==> config.mk <==
export PLATFORM = sky130hd
export DESIGN_NAME = jtl_tx_dev_flat
export DESIGN_NICKNAME = d
export VERILOG_FILES = /design/src/hw/jtl_pkg.sv /design/src/hw/jtl_link_if.sv /design/src/hw/jtl_tx_dev.sv /design/src/flat_wrapper.sv
export SDC_FILE = /design/constraint.sdc
export NUM_CORES = 1
export LEC_CHECK = 0
export BUFFER_PORTS_ARGS = -buffer_cell sky130_fd_sc_hd__buf_2
export CAP_MARGIN = 20
export CORE_MARGIN = 4
export CORE_UTILIZATION = 40
export DETAILED_ROUTE_END_ITERATION = 8
export GPL_TIMING_DRIVEN = 0
export MAX_ROUTING_LAYER = met4
export PLACE_DENSITY = 0.56
export SLEW_MARGIN = 5
export SYNTH_ARGS = -nofsm -noshare
export SYNTH_HDL_FRONTEND = slang
export SYNTH_SLANG_ARGS = --single-unit
==> constraint.sdc <==
create_clock -name mclk_in -period 9.1 [get_ports mclk_in]
set_clock_uncertainty 0.05 [all_clocks]
set_input_delay 1.365 -clock mclk_in [delete_from_list [all_inputs] [get_ports mclk_in]]
set_output_delay 1.365 -clock mclk_in [all_outputs]
set_load 0.02 [all_outputs]
==> src/hw/jtl_pkg.sv <==
// Shared constants, types and helpers for the transmit link configuration block
package jtl_pkg;

  // Register map (byte addresses on the configuration port)
  localparam logic [15:0] REG_LANE_RATE   = 16'h056e;
  localparam logic [15:0] REG_LOCK_STATUS = 16'h056f;
  localparam logic [15:0] REG_QUICK_CFG   = 16'h0570;
  localparam logic [15:0] REG_MF_FRAMES   = 16'h0571;
  localparam logic [15:0] REG_LINK_PWR    = 16'h0572;

  localparam logic [7:0]  LANE_RATE_RST   = 8'h30;
  localparam logic [7:0]  QUICK_CFG_RST   = 8'h49;
  localparam logic [7:0]  MF_FRAMES_RST   = 8'h20;
  localparam logic [7:0]  LINK_PWR_RST    = 8'h00;
  localparam int          LOCK_BIT        = 7;
  localparam int          PWR_DOWN_BIT    = 0;
  localparam int          BAND_MSB        = 7;
  localparam int          BAND_LSB        = 4;

  // Lane-rate band codes for the upper nibble
  localparam logic [3:0]  BAND_HIGH       = 4'h3;
  localparam logic [3:0]  BAND_MID        = 4'h1;
  localparam logic [3:0]  BAND_LOW        = 4'h5;
  localparam logic [3:0]  BAND_NONE       = 4'hf;

  // Lane-rate thresholds in half-Mbps units so 1687.5 stays exact
  localparam int          RATE_MAX_X2     = 30000;
  localparam int          RATE_HI_X2      = 27000;
  localparam int          RATE_MID_X2     = 13500;
  localparam int          RATE_LOW_X2     = 6750;
  localparam int          RATE_MIN_X2     = 3375;
  localparam int          RATE_FACTOR_X2  = 20;

  // Multiframe length limits
  localparam int          MF_MAX          = 32;
  localparam int          MF_STEP         = 4;

  // Latency in encode clocks
  localparam int          LAT_ADC_SERDES  = 31;
  localparam int          LAT_FRM_HALF    = 23;
  localparam int          LAT_FRM_ONE     = 14;
  localparam int          LAT_FRM_TWO     = 7;

  // Synthesizer lock settle time
  localparam int          CLK_PERIOD_PS   = 4000;
  localparam int          LOCK_TIME_NS    = 1000;
  localparam int          LOCK_CYCLES     = (LOCK_TIME_NS * 1000 + CLK_PERIOD_PS - 1) / CLK_PERIOD_PS;

  typedef struct packed {
    logic       valid;
    logic [1:0] lanes;
    logic [1:0] convs;
    logic [4:0] octets;
    logic [3:0] samples;
  } jtl_cfg_s;

  function automatic jtl_cfg_s jtl_decode(input logic [7:0] code);
    jtl_cfg_s c;
    c = '{valid: 1'b1, lanes: 2'd1, convs: 2'd1, octets: 5'd1, samples: 4'd1};
    case (code)
      8'h00: c = '{1'b1, 2'd1, 2'd1, 5'd1, 4'd1};
      8'h01: c = '{1'b1, 2'd1, 2'd1, 5'd2, 4'd2};
      8'h40: c = '{1'b1, 2'd2, 2'd1, 5'd1, 4'd2};
      8'h41: c = '{1'b1, 2'd2, 2'd1, 5'd2, 4'd4};
      8'h42: c = '{1'b1, 2'd2, 2'd1, 5'd4, 4'd8};
      8'h09: c = '{1'b1, 2'd1, 2'd2, 5'd2, 4'd1};
      8'h48: c = '{1'b1, 2'd2, 2'd2, 5'd1, 4'd1};
      8'h49: c = '{1'b1, 2'd2, 2'd2, 5'd2, 4'd2};
      default: c.valid = 1'b0;
    endcase
    return c;
  endfunction

  // Lane rate in half-Mbps: twenty times fout times M over L
  function automatic logic [31:0] jtl_rate_x2(input logic [10:0] fout_mhz, input jtl_cfg_s c);
    logic [31:0] num;
    num = 32'(RATE_FACTOR_X2) * 32'(fout_mhz) * 32'(c.convs);
    return (c.lanes == 2'd2) ? (num >> 1) : num;
  endfunction

  // Band 6.75..13.5 shares the top code with the highest band
  function automatic logic [3:0] jtl_band(input logic [31:0] r);
    if (r > 32'(RATE_MAX_X2) || r < 32'(RATE_MIN_X2)) return BAND_NONE;
    else if (r > 32'(RATE_MID_X2)) return BAND_HIGH;
    else if (r > 32'(RATE_LOW_X2)) return BAND_MID;
    else return BAND_LOW;
  endfunction

  function automatic logic jtl_mf_ok(input logic [7:0] k, input logic [4:0] f);
    logic [7:0] kmin;
    kmin = (f == 5'd1) ? 8'd20 : (f == 5'd2) ? 8'd12 : (f == 5'd4) ? 8'd8 : 8'd4;
    return (k[1:0] == 2'b00) && (k <= 8'(MF_MAX)) && (k >= kmin);
  endfunction

  function automatic logic [5:0] jtl_frm_lat(input jtl_cfg_s c);
    if (c.convs < c.lanes) return 6'(LAT_FRM_HALF);
    else if (c.convs == c.lanes) return 6'(LAT_FRM_ONE);
    else return 6'(LAT_FRM_TWO);
  endfunction

endpackage

==> src/hw/jtl_link_if.sv <==
// Interface joining the transmitting converter end and the receiving logic end
`timescale 1ns/1ps
`default_nettype none
interface jtl_link_if;
  logic        reg_wr;
  logic        reg_rd;
  logic [15:0] reg_addr;
  logic [7:0]  reg_wdata;
  logic [7:0]  reg_rdata;
  logic        reg_rvalid;
  logic        data_valid;
  logic [7:0]  conv0;
  logic [7:0]  conv1;
  logic        frame_start;
  logic        lmfc;

  modport dev (
    input  reg_wr, reg_rd, reg_addr, reg_wdata,
    output reg_rdata, reg_rvalid, data_valid, conv0, conv1, frame_start, lmfc
  );
  modport host (
    output reg_wr, reg_rd, reg_addr, reg_wdata,
    input  reg_rdata, reg_rvalid, data_valid, conv0, conv1, frame_start, lmfc
  );
endinterface
`default_nettype wire

==> src/hw/jtl_tx_dev.sv <==
// Converter end: link configuration registers, synthesizer lock and fixed-latency output
//
// Contract
// - One-converter quick codes decode to L, F, S
// - Two-converter quick codes decode to L, F, S
// - Lane rate is ten fout times M over L
// - Lane rate must lie 1687.5 to 15000 Mbps
// - Above 6.75 Gbps band nibble is 0x3
// - Mid band nibble 0x1, lowest band 0x5
// - Multiframe length multiple of four, bounded by F
// - Converter plus serializer adds 31 clocks
// - Framing adds 23, 14 or 7 by M/L
// - Total latency is the sum, deterministic
// - Receiver may split latency at multiframe clock
// - Above 3.375 up to 6.75 Gbps write 0x10 to rate register
// - Power down, configure, then power up
// - Read-only synthesizer lock flag at bit 7
`timescale 1ns/1ps
`default_nettype none
module jtl_tx_dev #(
  parameter int LOCK_CNT = jtl_pkg::LOCK_CYCLES,
  parameter int DLY_MAX  = 64
) (
  input  wire logic        mclk_in,
  input  wire logic        rst_in,
  jtl_link_if.dev          link,
  input  wire logic [10:0] fout_mhz_in,
  input  wire logic        samp_valid_in,
  input  wire logic [7:0]  samp0_in,
  input  wire logic [7:0]  samp1_in,
  output logic             locked_out,
  output logic [5:0]       latency_out
);

  logic [7:0]         lane_rate_ff;
  logic [7:0]         quick_cfg_ff;
  logic [7:0]         mf_frames_ff;
  logic [7:0]         link_pwr_ff;
  logic               cfg_wr;
  logic               lock_ff;
  logic [31:0]        lock_cnt_ff;
  logic               cfg_ok;
  jtl_pkg::jtl_cfg_s  cfg;
  logic [31:0]        rate_x2;
  logic [5:0]         lat;
  logic [16:0]        pipe_ff [DLY_MAX];
  logic [16:0]        tap;
  logic [7:0]         frm_cnt_ff;
  logic [7:0]         mf_cnt_ff;
  logic [7:0]         rdata_ff;
  logic               rvalid_ff;
  logic               dv_ff;
  logic [7:0]         c0_ff;
  logic [7:0]         c1_ff;
  logic               fs_ff;
  logic               lmfc_ff;
  logic               lock_done;
  logic [3:0]         band_want;
  logic [3:0]         band_set;
  logic               band_ok;
  logic               mf_ok;
  logic               pwr_up;
  logic               samp_ok;
  logic [7:0]         samp1_sel;
  logic               frm_last;
  logic               mf_last;

  assign cfg     = jtl_pkg::jtl_decode(quick_cfg_ff);
  assign rate_x2 = jtl_pkg::jtl_rate_x2(fout_mhz_in, cfg);
  assign lat     = 6'(jtl_pkg::LAT_ADC_SERDES) + jtl_pkg::jtl_frm_lat(cfg);

  // Band code the rate calls for, against the one software wrote
  assign band_want = jtl_pkg::jtl_band(rate_x2);
  assign band_set  = lane_rate_ff[jtl_pkg::BAND_MSB:jtl_pkg::BAND_LSB];
  assign band_ok   = (band_want != jtl_pkg::BAND_NONE) && (band_set == band_want);
  assign mf_ok     = jtl_pkg::jtl_mf_ok(mf_frames_ff, cfg.octets);
  assign pwr_up    = !link_pwr_ff[jtl_pkg::PWR_DOWN_BIT];

  // Synthesizer only settles when the band nibble matches the real rate
  assign cfg_ok = cfg.valid && band_ok && mf_ok && pwr_up;

  // Lock status is read-only, so it never counts as a configuration write
  function automatic logic is_cfg_addr(input logic [15:0] a);
    return (a == jtl_pkg::REG_LANE_RATE) || (a == jtl_pkg::REG_QUICK_CFG)
           || (a == jtl_pkg::REG_MF_FRAMES) || (a == jtl_pkg::REG_LINK_PWR);
  endfunction

  assign cfg_wr    = link.reg_wr && is_cfg_addr(link.reg_addr);
  assign lock_done = lock_cnt_ff >= 32'(LOCK_CNT - 1);

  always_ff @(posedge mclk_in) begin
    if (rst_in) begin
      lane_rate_ff <= jtl_pkg::LANE_RATE_RST;
      quick_cfg_ff <= jtl_pkg::QUICK_CFG_RST;
      mf_frames_ff <= jtl_pkg::MF_FRAMES_RST;
      link_pwr_ff  <= jtl_pkg::LINK_PWR_RST;
    end else if (link.reg_wr) begin
      case (link.reg_addr)
        jtl_pkg::REG_LANE_RATE: lane_rate_ff <= link.reg_wdata;
        jtl_pkg::REG_QUICK_CFG: quick_cfg_ff <= link.reg_wdata;
        jtl_pkg::REG_MF_FRAMES: mf_frames_ff <= link.reg_wdata;
        jtl_pkg::REG_LINK_PWR:  link_pwr_ff  <= link.reg_wdata;
        default: ;
      endcase
    end
  end

  // Any configuration write restarts the settle time
  always_ff @(posedge mclk_in) begin
    if (rst_in || cfg_wr || !cfg_ok) begin
      lock_cnt_ff <= '0;
    end else if (!lock_done) begin
      lock_cnt_ff <= lock_cnt_ff + 32'd1;
    end
  end

  // Lock drops one cycle after the write that disturbs it
  always_ff @(posedge mclk_in) begin
    if (rst_in || cfg_wr || !cfg_ok) begin
      lock_ff <= 1'b0;
    end else if (lock_done) begin
      lock_ff <= 1'b1;
    end
  end

  // Reads answer one cycle later; unmapped addresses read zero
  always_ff @(posedge mclk_in) begin
    if (rst_in) begin
      rdata_ff  <= 8'h00;
      rvalid_ff <= 1'b0;
    end else begin
      rvalid_ff <= link.reg_rd;
      if (link.reg_rd) begin
        case (link.reg_addr)
          jtl_pkg::REG_LANE_RATE:   rdata_ff <= lane_rate_ff;
          jtl_pkg::REG_LOCK_STATUS: rdata_ff <= {lock_ff, 7'h00};
          jtl_pkg::REG_QUICK_CFG:   rdata_ff <= quick_cfg_ff;
          jtl_pkg::REG_MF_FRAMES:   rdata_ff <= mf_frames_ff;
          jtl_pkg::REG_LINK_PWR:    rdata_ff <= link_pwr_ff;
          default:                  rdata_ff <= 8'h00;
        endcase
      end
    end
  end

  // Samples taken while unlocked enter the line as empty slots
  assign samp_ok   = samp_valid_in && lock_ff;
  assign samp1_sel = (cfg.convs == 2'd2) ? samp1_in : 8'h00;

  // Fixed-depth delay line; tap picks the mode's latency
  always_ff @(posedge mclk_in) begin
    if (rst_in) begin
      for (int i = 0; i < DLY_MAX; i++) begin
        pipe_ff[i] <= '0;
      end
    end else begin
      pipe_ff[0] <= {samp_ok, samp0_in, samp1_sel};
      for (int i = 1; i < DLY_MAX; i++) begin
        pipe_ff[i] <= pipe_ff[i-1];
      end
    end
  end

  assign tap = pipe_ff[lat - 6'd2];

  always_ff @(posedge mclk_in) begin
    if (rst_in) begin
      dv_ff <= 1'b0;
      c0_ff <= 8'h00;
      c1_ff <= 8'h00;
    end else begin
      dv_ff <= tap[16] && lock_ff;
      c0_ff <= tap[15:8];
      c1_ff <= tap[7:0];
    end
  end

  assign frm_last = (frm_cnt_ff == 8'(cfg.samples) - 8'h01);
  assign mf_last  = (mf_cnt_ff == mf_frames_ff - 8'h01);

  // Frame every S clocks, multiframe every K frames
  always_ff @(posedge mclk_in) begin
    if (rst_in || !lock_ff) begin
      frm_cnt_ff <= 8'h00;
      mf_cnt_ff  <= 8'h00;
      fs_ff      <= 1'b0;
      lmfc_ff    <= 1'b0;
    end else begin
      fs_ff   <= (frm_cnt_ff == 8'h00);
      lmfc_ff <= (frm_cnt_ff == 8'h00) && (mf_cnt_ff == 8'h00);
      if (frm_last) begin
        frm_cnt_ff <= 8'h00;
        mf_cnt_ff  <= mf_last ? 8'h00 : mf_cnt_ff + 8'h01;
      end else begin
        frm_cnt_ff <= frm_cnt_ff + 8'h01;
      end
    end
  end

  assign link.reg_rdata   = rdata_ff;
  assign link.reg_rvalid  = rvalid_ff;
  assign link.data_valid  = dv_ff;
  assign link.conv0       = c0_ff;
  assign link.conv1       = c1_ff;
  assign link.frame_start = fs_ff;
  assign link.lmfc        = lmfc_ff;
  assign locked_out       = lock_ff;
  assign latency_out      = lat;

endmodule // jtl_tx_dev
`default_nettype wire

==> src/flat_wrapper.sv <==
// flat-port wrapper written by rule: the top's interface ports become plain ports
module jtl_tx_dev_flat 
#(
  parameter int LOCK_CNT = jtl_pkg::LOCK_CYCLES,
  parameter int DLY_MAX  = 64
)
  (mclk_in, rst_in, fout_mhz_in, samp_valid_in, samp0_in, samp1_in, locked_out, latency_out, link_reg_wr, link_reg_rd, link_reg_addr, link_reg_wdata, link_reg_rdata, link_reg_rvalid, link_data_valid, link_conv0, link_conv1, link_frame_start, link_lmfc);
  jtl_link_if link_i ();
  input  wire logic mclk_in;
  input  wire logic rst_in;
  input  wire logic [10:0] fout_mhz_in;
  input  wire logic samp_valid_in;
  input  wire logic [7:0] samp0_in;
  input  wire logic [7:0] samp1_in;
  output logic locked_out;
  output logic [5:0] latency_out;
  input wire logic [$bits(link_i.reg_wr)-1:0] link_reg_wr;
  input wire logic [$bits(link_i.reg_rd)-1:0] link_reg_rd;
  input wire logic [$bits(link_i.reg_addr)-1:0] link_reg_addr;
  input wire logic [$bits(link_i.reg_wdata)-1:0] link_reg_wdata;
  output wire logic [$bits(link_i.reg_rdata)-1:0] link_reg_rdata;
  output wire logic [$bits(link_i.reg_rvalid)-1:0] link_reg_rvalid;
  output wire logic [$bits(link_i.data_valid)-1:0] link_data_valid;
  output wire logic [$bits(link_i.conv0)-1:0] link_conv0;
  output wire logic [$bits(link_i.conv1)-1:0] link_conv1;
  output wire logic [$bits(link_i.frame_start)-1:0] link_frame_start;
  output wire logic [$bits(link_i.lmfc)-1:0] link_lmfc;
  assign link_i.reg_wr = link_reg_wr;
  assign link_i.reg_rd = link_reg_rd;
  assign link_i.reg_addr = link_reg_addr;
  assign link_i.reg_wdata = link_reg_wdata;
  assign link_reg_rdata = link_i.reg_rdata;
  assign link_reg_rvalid = link_i.reg_rvalid;
  assign link_data_valid = link_i.data_valid;
  assign link_conv0 = link_i.conv0;
  assign link_conv1 = link_i.conv1;
  assign link_frame_start = link_i.frame_start;
  assign link_lmfc = link_i.lmfc;
  jtl_tx_dev #(.LOCK_CNT(LOCK_CNT), .DLY_MAX(DLY_MAX)) u_core (.mclk_in(mclk_in), .rst_in(rst_in), .link(link_i), .fout_mhz_in(fout_mhz_in), .samp_valid_in(samp_valid_in), .samp0_in(samp0_in), .samp1_in(samp1_in), .locked_out(locked_out), .latency_out(latency_out));
endmodule
Word level (Yosys, flattened, before mapping)
Memories as Yosys holds them, arrays and structs flattened.
Index checks and enable logic that the tools add are counted.

cells by class
  bitwise gates (word level) = 64
  multiply operators = 2
  $add $sub $neg = 7
  magnitude comparators = 8
  reductions and logical operators = 30
  equal/unequal tests = 22
  muxes and demuxes = 81

operators with widths
  operator                                                             count
  2-to-1 mux 17 bit                                                    64
  one-hot mux 13 bit (7 select lines)                                  1
  == test 16 x 11 -> 1 bit (second input constant)                     5
  bitwise OR 1 bit                                                     64
  == test 8 x 7 -> 1 bit (second input constant)                       5
  one-hot mux 8 bit (5 select lines)                                   1
  adder 32 x 1 -> 32 bit (second input constant)                       1
  greater-or-equal comparator 32 x 8 -> 1 bit (second input constant)  1
  > comparator 32 x 13 -> 1 bit (second input constant)                1
  > comparator 32 x 14 -> 1 bit (second input constant)                1
  > comparator 32 x 15 -> 1 bit (second input constant)                1
  < comparator 32 x 12 -> 1 bit (second input constant)                1
  2-to-1 mux 8 bit                                                     4
  zero test 8 bit                                                      3
  2-to-1 mux 18 bit                                                    1
  adder 8 x 1 -> 8 bit (second input constant)                         2
  == test 8 bit                                                        2
  multiplier 14 x 2 -> 16 bit                                          1
  2-to-1 mux 4 bit                                                     4
  multiplier 3 x 11 -> 14 bit (first input constant)                   1
  logical AND 1 bit                                                    10
  == test 8 x 1 -> 1 bit (second input constant)                       1
  == test 8 x 4 -> 1 bit (second input constant)                       1
  greater-or-equal comparator 8 bit                                    1
  other kinds (22)                                                     37

word-level totals
  word-level logic and storage cells = 230
  bits in writable memories = 1088
  bits in registers = 109
  memories kept = 1

memory list
  name            words  bits a word  read ports  clocked after Yosys merged registers in  write ports  line              text
  u_core.pipe_ff  64     17           64          0                                        64           jtl_tx_dev.sv:46  logic [16:0] pipe_ff [DLY_MAX];

Logic depth before layout (Yosys ltp)
  word-level depth = 15
  gate-level depth with buffers = 22
  mapped depth without buffers = 20

Worst setup path after synthesis
Ideal clock, no wire load.

  kind = input port to flip-flop
  start = input port fout_mhz_in[1]
  end = register u_core.lock_cnt_ff[10]
  setup time = 0.060 ns
  required time = 8.990 ns
  arrival time = 5.859 ns
  slack = 3.131 ns
  cell stages on the path = 19
  cell sequence = ha_1 ha_1 fa_1 a211oi_1 nor2_1 or4_1 a21oi_1 xor2_1 nor2_1 ha_1 a21o_1 a221o_1 a211oi_2 a211o_2 a211oi_1 a311o_1 nor4_4 buf_6 and3_1

on the way
  longest elaborated chain between the ends = 14
  elaborated cells on any way between the ends = 19

ends and longest elaborated chain
  what                                                   line                text
  start, declared                                        flat_wrapper.sv:11  input wire logic [10:0] fout_mhz_in;
  multiplier 3 x 11 -> 14 bit (*)                        jtl_pkg.sv:77       num = 32'(RATE_FACTOR_X2) * 32'(fout_mhz) * 32'(c.convs);
  multiplier 14 x 2 -> 16 bit (*)                        jtl_pkg.sv:77
  2-to-1 mux 18 bit (*)                                  jtl_pkg.sv:78       return (c.lanes == 2'd2) ? (num >> 1) : num;
  > comparator 32 x 13 -> 1 bit                          jtl_pkg.sv:85       else if (r > 32'(RATE_LOW_X2)) return BAND_MID;
  2-to-1 mux 3 bit                                       jtl_pkg.sv:85
  2-to-1 mux 4 bit                                       jtl_pkg.sv:84       else if (r > 32'(RATE_MID_X2)) return BAND_HIGH;
  2-to-1 mux 4 bit (*)                                   jtl_pkg.sv:83       if (r > 32'(RATE_MAX_X2) || r < 32'(RATE_MIN_X2)) return BAND_NONE;
  != test 4 bit / == test 4 bit (equally long branches)  jtl_tx_dev.sv:75    assign band_ok = (band_want != jtl_pkg::BAND_NONE) && (band_set == band_want);
  logical AND 1 bit (*)                                  jtl_tx_dev.sv:75
  logical AND 1 bit (*) (3 in a row)                     jtl_tx_dev.sv:80    assign cfg_ok = cfg.valid && band_ok && mf_ok && pwr_up;
  zero test 1 bit (*)                                    jtl_tx_dev.sv:110   if (rst_in || cfg_wr || !cfg_ok) begin
  logical OR 1 bit (*)                                   jtl_tx_dev.sv:110
  end signal, assigned                                   jtl_tx_dev.sv:113   lock_cnt_ff <= lock_cnt_ff + 32'd1;
  end, declared                                          jtl_tx_dev.sv:41    logic [31:0] lock_cnt_ff;

Every way passes the cells marked *; elsewhere a longest branch is shown, timed or not.
A chain may end at the register's enable or synchronous reset.

Worst setup path in the final report
  start = input port fout_mhz_in[1]
  end = register u_core.lock_cnt_ff[11]

Same word-level chain as after synthesis.

==> metrics <==
Crit path required time=between 9 and 10 ns; post-detailed-route count of antenna-violating nets=0; initial antenna violation count=0; peak supply drop=around 200 uV; final critical-path required period=just over 6 ns; measured slew at the worst slew-check pin=around 1 ns; post-route DRC violation count=0; final hold violations=0; Clock Path Buffers=3; pwr dens=250 nW/um^2; gr ovfl total=0; share of the clock period used by the worst path=approximately two thirds; WL final=roughly 55000 microns; Commonest cells post-synth=dfxtp_1, nor2b_1, clkbuf_1, nor2_1, nand2_1; post-CTS setup buffers=0; Post-synth EDFFs=0; Root Driver=clkbuf_16; Max Clock Freq=between 150 and 200 MHz; async set-or-reset flop fraction in the synthesized netlist=0%; Seq cells post-synth=a little over 1000; hold endpoint=u_core.pipe_ff[39][9]; Area Overhead vs Synth=17.3%; sequential area share after synthesis=around two thirds; Initial Util=between 40% and 50%; row count=between 100 and 150; global route hottest layer=met2; vias in the first global route=18686; leakage power=roughly 14 nW; met3 usage=2.82%; Synth Area in XOR/XNOR=1.30%; IO buf count=between 80 and 90; Initial DRC Count=between 700 and 800; Fillers=7016; Die Span Y=between 200 and 300 microns; share of cells above drive strength 1=a little under a tenth; global-route wire length before repair=approximately 90000 microns; # IOs=91; via count=between 15000 and 20000; post-cts resize count=0; CP Capture Type=flop; Skew-Pair Late Insertion Delay=~0.66 ns; Total GRT Usage=around 14%; top cell type's share of synthesized area=roughly two thirds; Relative slew margins=between 30% and 40%; Worst Path Max Fanout=10; Yosys warning count=0; Avg Inst Size Synth=~11 sq um; largest family of logic cells by synthesized area=simple AND/OR/NAND/NOR gates; crit-path max cell delay=roughly 0.5 ns; status=completed; setup TNS=0 ns; H-tree depth=3; CP Cell Sequence=buf_2 -> ha_1 -> ha_1 -> fa_1 -> a211oi_1 -> nor2_1 -> or4_1 -> a21oi_1 -> xor2_1 -> nor2_1 -> ha_1 -> a21o_1 -> a211oi_1 -> a221o_1 -> a211oi_2 -> a211o_2 -> a211oi_1 -> a311o_1 -> nor4_4 -> buf_6 -> and3_1; synthesized area=~31000 sq um; chip width=around 290 microns; clock transition at the registers of the reported paths=about 0.060 ns; n_diodes=0; Yosys top cell by area=dfxtp_1; Post-DP HPWL=38400 microns; vias per cell=4.48; Max-cap violations=0; met2 GRT Util=a little under a quarter; min-delay src=u_core.pipe_ff[38][9]; endpoint arrival time on the critical path=6.57 ns; Most used DFF post-synth=dfxtp_1; reg2reg path depth=17; cts bufs inserted=101; Synth Area in Compound Gates=under 10%; Final Power=9.09 mW; average wire per standard cell=roughly 13 microns; first drt pass iteration count=5; CTS sink cnt=between 1000 and 1500; HP Class=flop to flop; RSZ-0062 raised after global routing=no; final net count=between 3000 and 4000; # hold bufs at CTS=0; Crit Path Class=primary input to flop; GP Congestion=0.820; die area=82000 sq um; CTS tree=done; final setup vio count=0; Max stage delay cell, worst path=nor4_4; Slew Viols, Final=0; synth unique cells=between 70 and 80; Crit Reg-Reg Startpoint=u_core.quick_cfg_ff[7]; startpoint class of the critical path=primary input; r2r setup slk=3.65 ns; post-synthesis adder-cell area fraction=roughly 2.0%; post-synthesis mux area share=0.723%; met1 Use GR=between 10% and 20%; Placeable Area=about 76000 sq um; Post-Synth Simple-Gate Area=24.2%; Hold Path Cell Cnt=1; Syn Inst Count=about 2800; largest net degree at the start of global routing=17; most frequent cell after synthesis=dfxtp_1; R2R Path End=u_core.lock_cnt_ff[11]; Area contributors post-synth=dfxtp_1, nor2b_1, ha_1
==> through the flow <==
stage	util (%)	hold WS (ns)	setup slack [ns]	area, sq um	cells
2_1_floorplan	-	0.364	3.13	31000	2753
3_3_place_gp	42.8	0.366	2.54	32700	3869
3_5_place_dp	42.9	0.370	2.46	32700	3870
4_1_cts	47.6	0.361	3.11	36300	4056
5_1_grt	47.6	0.371	2.78	36300	4056
6_report	47.6	0.365	3.05	36300	4056
==> layout by cell type (no fill, tap or decap), drive strengths merged, types with 9 or more instances in the layout <==
cell type,Yosys,layout
a211o,11,11
a211oi,10,10
a21o,9,9
a21oi,52,52
a311oi,18,18
and2,30,30
and3,42,42
buf,14,101
bufinv,0,13
clkbuf,134,272
clkinv,0,26
dfxtp,1010,1010
ha,46,46
inv,26,30
mux2i,19,19
nand2,75,75
nand3,49,49
nor2,104,104
nor2b,908,908
nor3,12,12
nor4,14,14
o21ai,22,22
xnor2,27,27
xor2,18,18
==> cell type report <==
class / instances / area (sq um) / area share, %
buffer: 148 / 596 / 1.64
clock buffer: 138 / 2880 / 7.91
clock inverter: 48 / 757 / 2.08
inverter: 26 / 97.6 / 0.268
multi-input combinational: 1569 / 10100 / 27.7
sequential: 1010 / 20200 / 55.6
tap: 1030 / 1290 / 3.55
timing repair buffer: 87 / 445 / 1.23
==> kinds of logic (layout without fill, tap and decap cells) <==
kind of cell | after synthesis | in the layout
fa+ha+maj | 48 | 48
flops | 1010 | 1010
mux | 22 | 22
xor+xnor | 45 | 45
simple gates | 1272 | 1272
other cells | 1 | 2
compound gates | 180 | 180
buf+inv | 174 | 447
==> worst max-delay path: cells and delay by family <==
family,cells,cell delay (ns)
compound gates,9,2.04
xor+xnor,1,0.23
fa+ha+maj,4,1.34
buf+inv,2,0.31
simple gates,5,1.29
==> sequential cells by signal (all words and copies together), names as in the netlist <==
| register | cells |
|---|---|
| u_core.frm_cnt_ff | 8 |
| u_core.lane_rate_ff | 8 |
| u_core.link.conv0 | 8 |
| u_core.link.conv1 | 8 |
| u_core.link.data_valid | 1 |
| u_core.link.frame_start | 1 |
| u_core.link.lmfc | 1 |
| u_core.link.reg_rdata | 8 |
| u_core.link.reg_rvalid | 1 |
| u_core.link_pwr_ff | 8 |
| u_core.lock_cnt_ff | 32 |
| u_core.locked_out | 1 |
| u_core.mf_cnt_ff | 8 |
| u_core.mf_frames_ff | 8 |
| u_core.pipe_ff | 901 |
| u_core.quick_cfg_ff | 8 |
==> power breakdown <==
part | internal (mW) | switching, mW | leakage (nW)
registers | 4.43 | 0.00337 | 8.14
clock network | 2.61 | 1.71 | 1.77
logic | 0.110 | 0.218 | 4.50
total | 7.16 | 1.93 | 14.4
==> per-layer routing <==
metal / vias to the layer above / part of all wire, %
li1: 9161 / -
met3: 105 / 3.8
met5: - / 0
met4: 0 / 2.8
met2: 287 / 48
met1: 8614 / 46
==> how the worst max path moves through the flow <==
stage	start	to	slack, ns	depth (start not counted)
after floorplan	fout_mhz_in[1]	u_core.lock_cnt_ff[10]	3.13	19
after global placement	fout_mhz_in[1]	u_core.lock_cnt_ff[30]	2.54	20
after detailed placement	fout_mhz_in[1]	u_core.lock_cnt_ff[5]	2.46	20
after CTS	fout_mhz_in[1]	u_core.lock_cnt_ff[11]	3.11	20
after global routing	fout_mhz_in[1]	u_core.lock_cnt_ff[25]	2.78	21
final	fout_mhz_in[1]	u_core.lock_cnt_ff[11]	3.05	21
No activity file was read; power rests on OpenSTA's default activity.
